==> src/logic/rwg_pkg.sv <==
package rwg_pkg;
  // Register offsets on the 12-bit device address
  localparam logic [11:0] STATE_FLAGS_OFS = 12'h600;
  localparam logic [11:0] RANDOM_WORD_OFS = 12'h602;
  localparam int unsigned ADDR_W = 12;
  localparam int unsigned WORD_W = 32;
  // Status field positions
  localparam int unsigned OUTPUT_READY_BIT = 18;
  localparam int unsigned GEN_ON_BIT = 31;
  // Shift register geometry and seeds
  localparam int unsigned LFSR_W = 32;
  localparam int unsigned ASR_W = 37;
  localparam logic [31:0] LFSR_SEED = 32'h0000_0001;
  localparam logic [36:0] ASR_SEED = 37'h00_0000_0001;
  // Feedback taps for x^32 + x^22 + x^2 + x + 1
  localparam logic [31:0] LFSR_TAPS = 32'h8020_0003;
  // Cells set here use rule 150, the others rule 90
  localparam logic [36:0] ASR_RULE150 = 37'h10_0000_0000;
  // Oscillator steps counted after a read before a new word is offered
  localparam int unsigned ACCUM_STEPS = 32;
  localparam int unsigned BUF_DEPTH = 2;
  localparam logic [31:0] UNMAPPED_WORD = 32'h0000_0000;

  typedef enum logic [1:0] {
    RWG_OFF = 2'b00,
    RWG_ACCUM = 2'b01,
    RWG_READY = 2'b10
  } rwg_gen_state_t;
endpackage : rwg_pkg

==> src/logic/rwg_stream_if.sv <==
interface rwg_stream_if #(parameter int unsigned WIDTH = 32);
  logic valid;
  logic ready;
  logic [WIDTH-1:0] data;
  modport src (output valid, output data, input ready);
  modport snk (input valid, input data, output ready);
endinterface : rwg_stream_if

==> src/logic/rwg_word_buffer.sv <==
module rwg_word_buffer #(
  parameter int unsigned WIDTH = 32,
  parameter int unsigned DEPTH = 2
) (
  input wire logic clock_i,
  input wire logic sys_rst_i,
  rwg_stream_if.snk fill,
  rwg_stream_if.src drain
);
  if (DEPTH != 2)
  begin : g_bad_depth
    $error("rwg_word_buffer serves exactly two entries");
  end

  logic [WIDTH-1:0] mem_q [DEPTH];
  logic wr_ptr_q;
  logic rd_ptr_q;
  logic [1:0] count_q;
  logic push;
  logic pop;

  assign fill.ready = (count_q != 2'h2);
  assign drain.valid = (count_q != 2'h0);
  assign drain.data = mem_q[rd_ptr_q];
  assign push = fill.valid && fill.ready;
  assign pop = drain.valid && drain.ready;

  ////////////////////////////////////////////////////////////////
  always_ff @(posedge clock_i)
  begin
    if (push)
      mem_q[wr_ptr_q] <= fill.data;
  end

  always_ff @(posedge clock_i)
  begin
    if (sys_rst_i)
    begin
      wr_ptr_q <= 1'b0;
      rd_ptr_q <= 1'b0;
      count_q <= 2'h0;
    end
    else
    begin
      if (push)
        wr_ptr_q <= ~wr_ptr_q;
      if (pop)
        rd_ptr_q <= ~rd_ptr_q;
      count_q <= 2'(count_q + {1'b0, push} - {1'b0, pop});
    end
  end
endmodule : rwg_word_buffer

==> src/logic/rwg_generator.sv <==
// Functional notes
// - Each read of the random output register delivers one 32-bit word.
// - A linear feedback register and a cellular automata register run side by side.
// - Both registers step on their own oscillator edges, gated by a clock controller.
// - A random read swallows both oscillator edges in its sampling cycle and XORs selected bits into the 32-bit result.
// - Status bit 18 reads one while a random word is available, else zero.
// - Reading random output while not ready inserts wait states until ready.
// - Status bit 31 reads one while the generator is on and randomizing.
module rwg_generator #(
  parameter int unsigned ACCUM_STEPS = rwg_pkg::ACCUM_STEPS
) (
  input wire logic clock_i,
  input wire logic sys_rst_i,
  input wire logic gen_enable_i,
  input wire logic osc_lfsr_i,
  input wire logic osc_asr_i,
  input wire logic rd_en_i,
  input wire logic [rwg_pkg::ADDR_W-1:0] rd_addr_i,
  input wire logic rd_ready_i,
  output logic rd_busy_o,
  output logic rd_valid_o,
  output logic [rwg_pkg::WORD_W-1:0] rd_data_o,
  output logic output_ready_o
);
  // The step counter is 16 bits wide
  if (ACCUM_STEPS < 1 || ACCUM_STEPS > 65535)
  begin : g_bad_steps
    $error("ACCUM_STEPS must lie in 1..65535");
  end

  localparam logic [15:0] ACCUM_LAST = 16'(ACCUM_STEPS - 1);

  rwg_stream_if #(.WIDTH(rwg_pkg::WORD_W)) fill_if ();
  rwg_stream_if #(.WIDTH(rwg_pkg::WORD_W)) drain_if ();

  rwg_word_buffer #(.WIDTH(rwg_pkg::WORD_W), .DEPTH(rwg_pkg::BUF_DEPTH)) u_buf (
    .clock_i(clock_i),
    .sys_rst_i(sys_rst_i),
    .fill(fill_if.snk),
    .drain(drain_if.src)
  );

  rwg_pkg::rwg_gen_state_t state_q;
  logic [rwg_pkg::LFSR_W-1:0] lfsr_q;
  logic [rwg_pkg::ASR_W-1:0] asr_q;
  logic osc_lfsr_q;
  logic osc_asr_q;
  logic [15:0] accum_q;
  logic pend_q;
  logic [rwg_pkg::ADDR_W-1:0] pend_addr_q;
  logic out_valid_q;
  logic [rwg_pkg::WORD_W-1:0] out_data_q;

  logic running;
  logic rand_fire;
  logic push_fire;
  logic step_lfsr;
  logic step_asr;
  logic [rwg_pkg::WORD_W-1:0] combined;
  logic [rwg_pkg::WORD_W-1:0] status_word;
  logic [rwg_pkg::WORD_W-1:0] answer;

  ////////////////////////////////////////////////////////////////
  // Clock controller
  assign running = (state_q != rwg_pkg::RWG_OFF);
  assign rand_fire = pend_q && (pend_addr_q == rwg_pkg::RANDOM_WORD_OFS)
    && (state_q == rwg_pkg::RWG_READY) && fill_if.ready;
  // Oscillator edges are swallowed in the sampling cycle so the word is frozen
  assign step_lfsr = running && osc_lfsr_i && !osc_lfsr_q && !rand_fire;
  assign step_asr = running && osc_asr_i && !osc_asr_q && !rand_fire;

  always_ff @(posedge clock_i)
  begin
    if (sys_rst_i)
    begin
      osc_lfsr_q <= 1'b0;
      osc_asr_q <= 1'b0;
    end
    else
    begin
      osc_lfsr_q <= osc_lfsr_i;
      osc_asr_q <= osc_asr_i;
    end
  end

  ////////////////////////////////////////////////////////////////
  // Shift registers
  always_ff @(posedge clock_i)
  begin
    if (sys_rst_i)
      lfsr_q <= rwg_pkg::LFSR_SEED;
    else if (step_lfsr)
      lfsr_q <= {lfsr_q[rwg_pkg::LFSR_W-2:0], ^(lfsr_q & rwg_pkg::LFSR_TAPS)};
  end

  // Null boundary; rule 90 is left xor right, rule 150 adds the cell itself
  always_ff @(posedge clock_i)
  begin
    if (sys_rst_i)
      asr_q <= rwg_pkg::ASR_SEED;
    else if (step_asr)
      asr_q <= {1'b0, asr_q[rwg_pkg::ASR_W-1:1]} ^ {asr_q[rwg_pkg::ASR_W-2:0], 1'b0}
        ^ (asr_q & rwg_pkg::ASR_RULE150);
  end

  // Two overlapping windows of the automaton decorrelate neighbouring bits
  assign combined = lfsr_q ^ asr_q[31:0] ^ asr_q[36:5];

  ////////////////////////////////////////////////////////////////
  // Accumulation state
  always_ff @(posedge clock_i)
  begin
    if (sys_rst_i)
    begin
      state_q <= rwg_pkg::RWG_OFF;
      accum_q <= 16'h0000;
    end
    else if (!gen_enable_i)
    begin
      state_q <= rwg_pkg::RWG_OFF;
      accum_q <= 16'h0000;
    end
    else
    begin
      unique case (state_q)
        rwg_pkg::RWG_OFF:
        begin
          state_q <= rwg_pkg::RWG_ACCUM;
          accum_q <= 16'h0000;
        end
        rwg_pkg::RWG_ACCUM:
        begin
          if (step_lfsr)
          begin
            if (accum_q == ACCUM_LAST)
              state_q <= rwg_pkg::RWG_READY;
            else
              accum_q <= accum_q + 16'h0001;
          end
        end
        rwg_pkg::RWG_READY:
        begin
          if (rand_fire)
          begin
            state_q <= rwg_pkg::RWG_ACCUM;
            accum_q <= 16'h0000;
          end
        end
        // The unused code falls back to off rather than locking up
        default:
        begin
          state_q <= rwg_pkg::RWG_OFF;
          accum_q <= 16'h0000;
        end
      endcase
    end
  end

  ////////////////////////////////////////////////////////////////
  // Register reads
  always_comb
  begin
    status_word = '0;
    status_word[rwg_pkg::OUTPUT_READY_BIT] = (state_q == rwg_pkg::RWG_READY);
    status_word[rwg_pkg::GEN_ON_BIT] = running;
  end

  always_comb
  begin
    if (pend_addr_q == rwg_pkg::STATE_FLAGS_OFS)
      answer = status_word;
    else if (pend_addr_q == rwg_pkg::RANDOM_WORD_OFS)
      answer = combined;
    else
      answer = rwg_pkg::UNMAPPED_WORD;
  end

  // Random reads wait for ready; other addresses answer at once
  assign fill_if.valid = pend_q && ((pend_addr_q != rwg_pkg::RANDOM_WORD_OFS) || rand_fire);
  assign fill_if.data = answer;
  assign push_fire = fill_if.valid && fill_if.ready;

  always_ff @(posedge clock_i)
  begin
    if (sys_rst_i)
    begin
      pend_q <= 1'b0;
      pend_addr_q <= '0;
    end
    else if (!pend_q && rd_en_i)
    begin
      pend_q <= 1'b1;
      pend_addr_q <= rd_addr_i;
    end
    else if (push_fire)
      pend_q <= 1'b0;
  end

  ////////////////////////////////////////////////////////////////
  // Answer register, stalled by the reader
  assign drain_if.ready = !out_valid_q || rd_ready_i;

  always_ff @(posedge clock_i)
  begin
    if (sys_rst_i)
    begin
      out_valid_q <= 1'b0;
      out_data_q <= '0;
    end
    else if (drain_if.ready)
    begin
      out_valid_q <= drain_if.valid;
      if (drain_if.valid)
        out_data_q <= drain_if.data;
    end
  end

  always_ff @(posedge clock_i)
  begin
    if (sys_rst_i)
      output_ready_o <= 1'b0;
    else
      output_ready_o <= (state_q == rwg_pkg::RWG_ACCUM) && step_lfsr && (accum_q == ACCUM_LAST)
        && gen_enable_i || (state_q == rwg_pkg::RWG_READY) && !rand_fire && gen_enable_i;
  end

  assign rd_busy_o = pend_q;
  assign rd_valid_o = out_valid_q;
  assign rd_data_o = out_data_q;
endmodule : rwg_generator

==> config.mk <==
export PLATFORM = sky130hd
export DESIGN_NAME = rwg_generator
export DESIGN_NICKNAME = d
export VERILOG_FILES = /design/src/logic/rwg_pkg.sv /design/src/logic/rwg_stream_if.sv /design/src/logic/rwg_word_buffer.sv /design/src/logic/rwg_generator.sv
export SDC_FILE = /design/constraint.sdc
export NUM_CORES = 1
export LEC_CHECK = 0
export ABC_CLOCK_PERIOD_IN_PS = 3500
export BUFFER_PORTS_ARGS = -buffer_cell sky130_fd_sc_hd__buf_2
export CORE_UTILIZATION = 55
export CTS_CLUSTER_DIAMETER = 60
export DETAILED_ROUTE_END_ITERATION = 7
export HOLD_SLACK_MARGIN = 0.02
export PLACE_DENSITY_LB_ADDON = 0.25
export SETUP_SLACK_MARGIN = 0.05
export SLEW_MARGIN = 20
export SYNTH_ARGS = -nofsm -noshare
export SYNTH_HDL_FRONTEND = slang
export SYNTH_SLANG_ARGS = --single-unit
==> constraint.sdc <==
create_clock -name clock_i -period 3.5 [get_ports clock_i]
set_input_delay 0.7 -clock clock_i [delete_from_list [all_inputs] [get_ports clock_i]]
set_output_delay 0.7 -clock clock_i [all_outputs]
set_load 0.01 [all_outputs]
# [Word-level counts from Yosys, hierarchy flattened]
# Memory sizes are Yosys's and may differ from the RTL's. A register that Yosys moved wholly into a read port is not among the register bits.
# Index checks and enable logic that the tools add are counted.
# Widths: inputs -> output; s select.
[word_totals] ram_bits=64 in_bits=19 n_memories=1 output_inout_bits=35 ff_bits=108
[memory_table] name="u_buf.mem_q" words=2 width=32 rd=1 rd_clocked_by_memory_dff=1 wr=1 line="rwg_word_buffer.sv:15" source="logic [WIDTH-1:0] mem_q [DEPTH];"
[classes] eq_ne=11 n_mux=14 n_bitwise=7 n_addsub=3 n_reduce_logical=35
[ops] cell="$mux 32" n=2
[ops] cell="$xor 32x32->32" n=2
[ops] cell="$mux 16" n=3
[ops] cell="$xor 36x37->37" n=1
[ops] cell="$xor 37x37->37" n=1
[ops] cell="$pmux 16 s2" n=1
[ops] cell="$reduce_xor 32->1" n=1
[ops] cell="$eq 12x11->1 const B" n=2
[ops] cell="$logic_and 1x1->1" n=18
[ops] cell="$add 16x1->16 const B" n=1
[ops] cell="$eq 16x5->1 const B" n=1
[ops] cell="$ne 12x11->1 const B" n=1
[ops] cell="$ne 2x2->1 const B" n=5
[ops] cell="$mux 2" n=3
[ops] cell="$pmux 2 s3" n=1
[ops] cell="$reduce_and 3->1" n=2
[ops] cell="$reduce_bool 2->1" n=3
[ops] cell="$logic_not 1->1" n=5
[ops] cell="$mux 1" n=4
[ops] cell="$logic_or 1x1->1" n=3
[ops] cell="$not 1->1" n=3
[ops] cell="$add 2x1->2" n=1
[ops] cell="$eq 2x1->1 const B" n=1
[ops] cell="$eq 2x2->1 const B" n=1
[ops] cell="4 further kinds" n=4

# [Depth between registers and ports, before layout]
[depth] ltp_word=10 mapped_depth=8

# [By module]
# A second synthesis with hierarchy kept.
[hier_totals] hier_cells=906 area_unflattened_um2=8966.1
[modules_own_cells] module="rwg_generator" seq_area_each_um2=2722.6 instances=1 cells_per_inst=782 area_per_inst_um2=6288.5
[modules_own_cells] module="rwg_word_buffer" seq_area_each_um2=2021.9 instances=1 cells_per_inst=124 area_per_inst_um2=2677.6

# [Least setup slack after synthesis]
# Ideal clock, no wire load.
[synth_path] kind="register to register" startpoint="register pend_addr_q[8] (netlist bit)" endpoint="memory u_buf.mem_q[0][0] (enable)" arrival_time_ps=2454 path_stages_with_launch=5 path_slack_ps=621 cell_sequence="dfxtp_1 -> and4bb_2 -> nand4_1 -> o211a_1 -> nor2b_1"
[synth_via] elab_chain_cells=9 elab_cells_between_ends=10 cone_classes="2 x eq/ne; 2 x mux; 6 x reduce/logical"
[synth_rtl] item="start: declaration" line="rwg_generator.sv:50" source="logic [rwg_pkg::ADDR_W-1:0] pend_addr_q;"
[synth_rtl] item="start signal: assignment" line="rwg_generator.sv:193" source="pend_addr_q <= rd_addr_i;"
[synth_rtl] item="$eq 12x11->1" line="rwg_generator.sv:66" source="assign rand_fire = pend_q && (pend_addr_q == rwg_pkg::RANDOM_WORD_OFS)"
[synth_rtl] item="$logic_and 1x1->1" line="rwg_generator.sv:66"
[synth_rtl] item="$logic_and 1x1->1 (2 in a row)" line="rwg_generator.sv:67" source="&& (state_q == rwg_pkg::RWG_READY) && fill_if.ready;"
[synth_rtl] item="$logic_or 1x1->1 (*)" line="rwg_generator.sv:179" source="assign fill_if.valid = pend_q && ((pend_addr_q != rwg_pkg::RANDOM_WORD_OFS) || rand_fire);"
[synth_rtl] item="$logic_and 1x1->1 (*)" line="rwg_generator.sv:179"
[synth_rtl] item="$logic_and 1x1->1 (*)" line="rwg_word_buffer.sv:25" source="assign push = fill.valid && fill.ready;"
[synth_rtl] item="$mux 1 (*)" line="rwg_word_buffer.sv:31" source="if (push)"
[synth_rtl] item="$mux 1 (not written as such) (*)" line="rwg_word_buffer.sv:32" source="mem_q[wr_ptr_q] <= fill.data;"
[synth_rtl] item="end: declaration" line="rwg_word_buffer.sv:15"
# Mark *: on every way between the ends. The rest lies on a longest branch, timed or not.

# [Final worst setup path]
[layout_path] startpoint="register pend_addr_q[8] (netlist bit)" endpoint="memory u_buf.mem_q[1][4] (enable)"
# The elaborated chain is that of the path after synthesis.

==> impl_results.md <==
- Most frequent cell after synthesis: dfxtp_1
- Leakage: between 0.003 and 0.004 uW
- CTS tree: built
- H-Tree Level Count: 1
- Die extent in y: 130.6 um
- Max clock buf depth: 3
- Cells after Synth: roughly 890
- Final Hold Viols: 0
- Async S/R FF share, synth: 0
- Post-CTS setup buffers: 0
- Area growth, synth to finish: 10.43%
- Setup violators final: 0
- Fin Setup TNS: 0 ps
- Worst setup endpoint: u_buf.mem_q[1][4]
- Slew headroom: 0.2597
- Worst Clk Skew: ~12 ps
- # rows: 46
- Reg clk slew, reported paths: 60 ps
- Final worst-path cycle share: 0.6563
- Total net switching power: around 1800 uW
- CP Class: flip-flop to flip-flop
- Max cap viols: 0
- Syn Area/Cell: 10.27 um^2
- Initial DRC count: approximately 400
- DP Cell Count: ~1100
- Largest net degree at the start of global routing: 66
- # nets final: approximately 900
- # clock sinks: 204
- Grt total ovfl: 0
- Crit path required time: 3650 ps
- Worst-margin pin slew: 1110 ps
- Fmax achieved: 435.3 MHz
- Top cells by count, synth: dfxtp_1, nor2_1, clkbuf_1, xnor2_1
- Final WL: about 19000 um
- Gate power share: 0.187
- Top cells by area, synth: dfxtp_1, edfxtp_1, xnor2_1
- Die width: 130.6 um
- WL per Instance: 16.68 um
- Worst min path class: input pin to flip-flop
- I/O pins: 54
- DR vias/cell: ~5.8
- Reg2Reg Depth: 6
- Synth unique cells: 50
- Worst R2R Start: pend_addr_q[8]
- Initial core utilization: 0.5685
- Minimum clock period: 2297 ps
- Reg2reg end: u_buf.mem_q[1][4]
- Residual DRC count: 0
- Post-synthesis sequential area ratio: 0.5194
- Syn. warnings: 0
- Pwr/cell area: 626.2 mW/mm^2
- Final Core Density: 0.6278
- Post-DP HPWL: around 12000 um
- Worst hold path depth: 3
- Outcome: finished clean
- First-pass GRT wire length: 30610 um
- VDD IR max: 0.3253 mV
- CTS root buffer: clkbuf_16
- Antenna cells: 0
- Arrival @ worst endpoint: 2440 ps
- Net switching fraction of the power: 0.2833
- CTS Hold Buffers Added: 0
- Post-synthesis register bit count: 204
- GR Util All Layers: 0.2264
- Final Wtd Congestion: ~0.81
- CTS buffer count: 22
- Crit. Startpoint: pend_addr_q[8]
- Top cell type's share of synthesized area: 0.3081
- PortBufs: 53
- Syn_nets: about 910
- RSZ-0062 raised after global routing: false
- Synthesized area: about 0.009 mm^2
- R2r setup slk: ~1200 ps
- EDFF count, synth: 64
- Number of detailed-route iterations in the first pass: 5
- Fin. max-slew vios: 0
- Internal: 4508 uW
- Startpoint types: flip-flop
- Post-CTS resize count: 0
- Die area: 0.01706 mm^2
- Sequential power share: 0.470
- Ratio of cells with drive above 1 in the final layout: 0.1578
- Initial antenna violation count: 0
- Largest area contributor in the netlist: dfxtp_1
- Vias in the first global route: 6083
- Crit Path Max Fanout: 31
- Clock Latency Late Sink: about 500 ps
- Fin cells: 1116
- Clock share of power: 0.342
- Predominant post-synthesis flop cell: dfxtp_1
- Total power: 6290 uW
- Via count: 6465
- Antenna Nets Post-Route: 0
- Core area: 0.01600 mm^2
- CP Capture Type: flip-flop
-- sequential cells by signal, summed over array words and instances (netlist names), 2 cells and up --
name and count:
accum_q 16, asr_q 37, lfsr_q 32, pend_addr_q 12
rd_data_o 32, state_q 2, u_buf.count_q 2, u_buf.mem_q 64
-- final cells by class --
cell class	count	area, um^2
multi-input cells	585	3980
clock inverters	6	33.78
repair buffers	67	372.9
clock buffers	34	646.9
flip-flops and latches	204	4726
well taps	216	270.3
fillers	1294	5956
inverters	4	15.01
-- worst max-delay path, stage by stage, from the launching register on --
cell and delay, ps:
dfxtp_1 320, and4bb_2 270, nand4_1 100, buf_4 310, o211a_1 360, and2_1 190, buf_4 370
-- cell usage in the layout (no fill, tap or decap), types with 31 or more instances in the layout --
cell,Yosys,final
xor2_1,33,33
nor3_1,44,44
xnor2_1,72,72
a211oi_1,43,43
o211ai_1,32,32
nand3_1,41,41
a21oi_1,64,64
edfxtp_1,64,64
nand2_1,31,31
buf_2,10,52
nor2_1,79,79
mux2i_1,34,34
dfxtp_1,140,139
-- layer usage --
metal | vias to the layer above | routed length, um | GRT usage
li1 | 3167 | - | -
met4 | 0 | 304 | 0.05139
met1 | 3087 | 8478 | 0.3066
met3 | 23 | 1034 | 0.03257
met5 | - | 0 | 0
met2 | 188 | 8799 | 0.3844
-- per-stage QoR --
step / worst slack [ps] / cell area, um^2 / hold WS [ps]
after CTS: 1193 / 10040 / 430.4
after detailed placement: 1196 / 9361 / 443.1
after floorplan: 620.7 / 9096 / 431.8
after global routing: 1071 / 10040 / 445.6
after global placement: 1287 / 9361 / 446.3
final: 1203 / 10040 / 442.2
-- kinds of logic after synthesis --
kind of cell | synth area share
buffers and inverters | 0.04402
DFF | 0.5194
muxes | 0.03865
adders and majority gates | 0.002751
and+or+nand+nor | 0.1305
xor gates and xnor gates | 0.1011
AOI/OAI and AO/OA | 0.1635
-- worst min-delay path by stage --
stage              startpoint             end  slack (ps)
6_report         rd_addr_i[3]  pend_addr_q[3]         440
5_1_grt          rd_addr_i[7]  pend_addr_q[7]         450
4_1_cts          rd_addr_i[3]  pend_addr_q[3]         430
3_5_place_dp   pend_addr_q[7]  pend_addr_q[7]         440
3_3_place_gp   pend_addr_q[8]  pend_addr_q[8]         450
2_1_floorplan  pend_addr_q[8]  pend_addr_q[8]         430
-- power by group through the flow --
stage	clock [uW]	combinational, uW	sequential, uW
floorplan	0	896	2960
global placement	0	1150	3000
detailed placement	0	1180	3010
CTS	2200	1190	2960
global route	2300	1330	3000
finish	2150	1180	2960
Power figures use the tool's default switching activity.
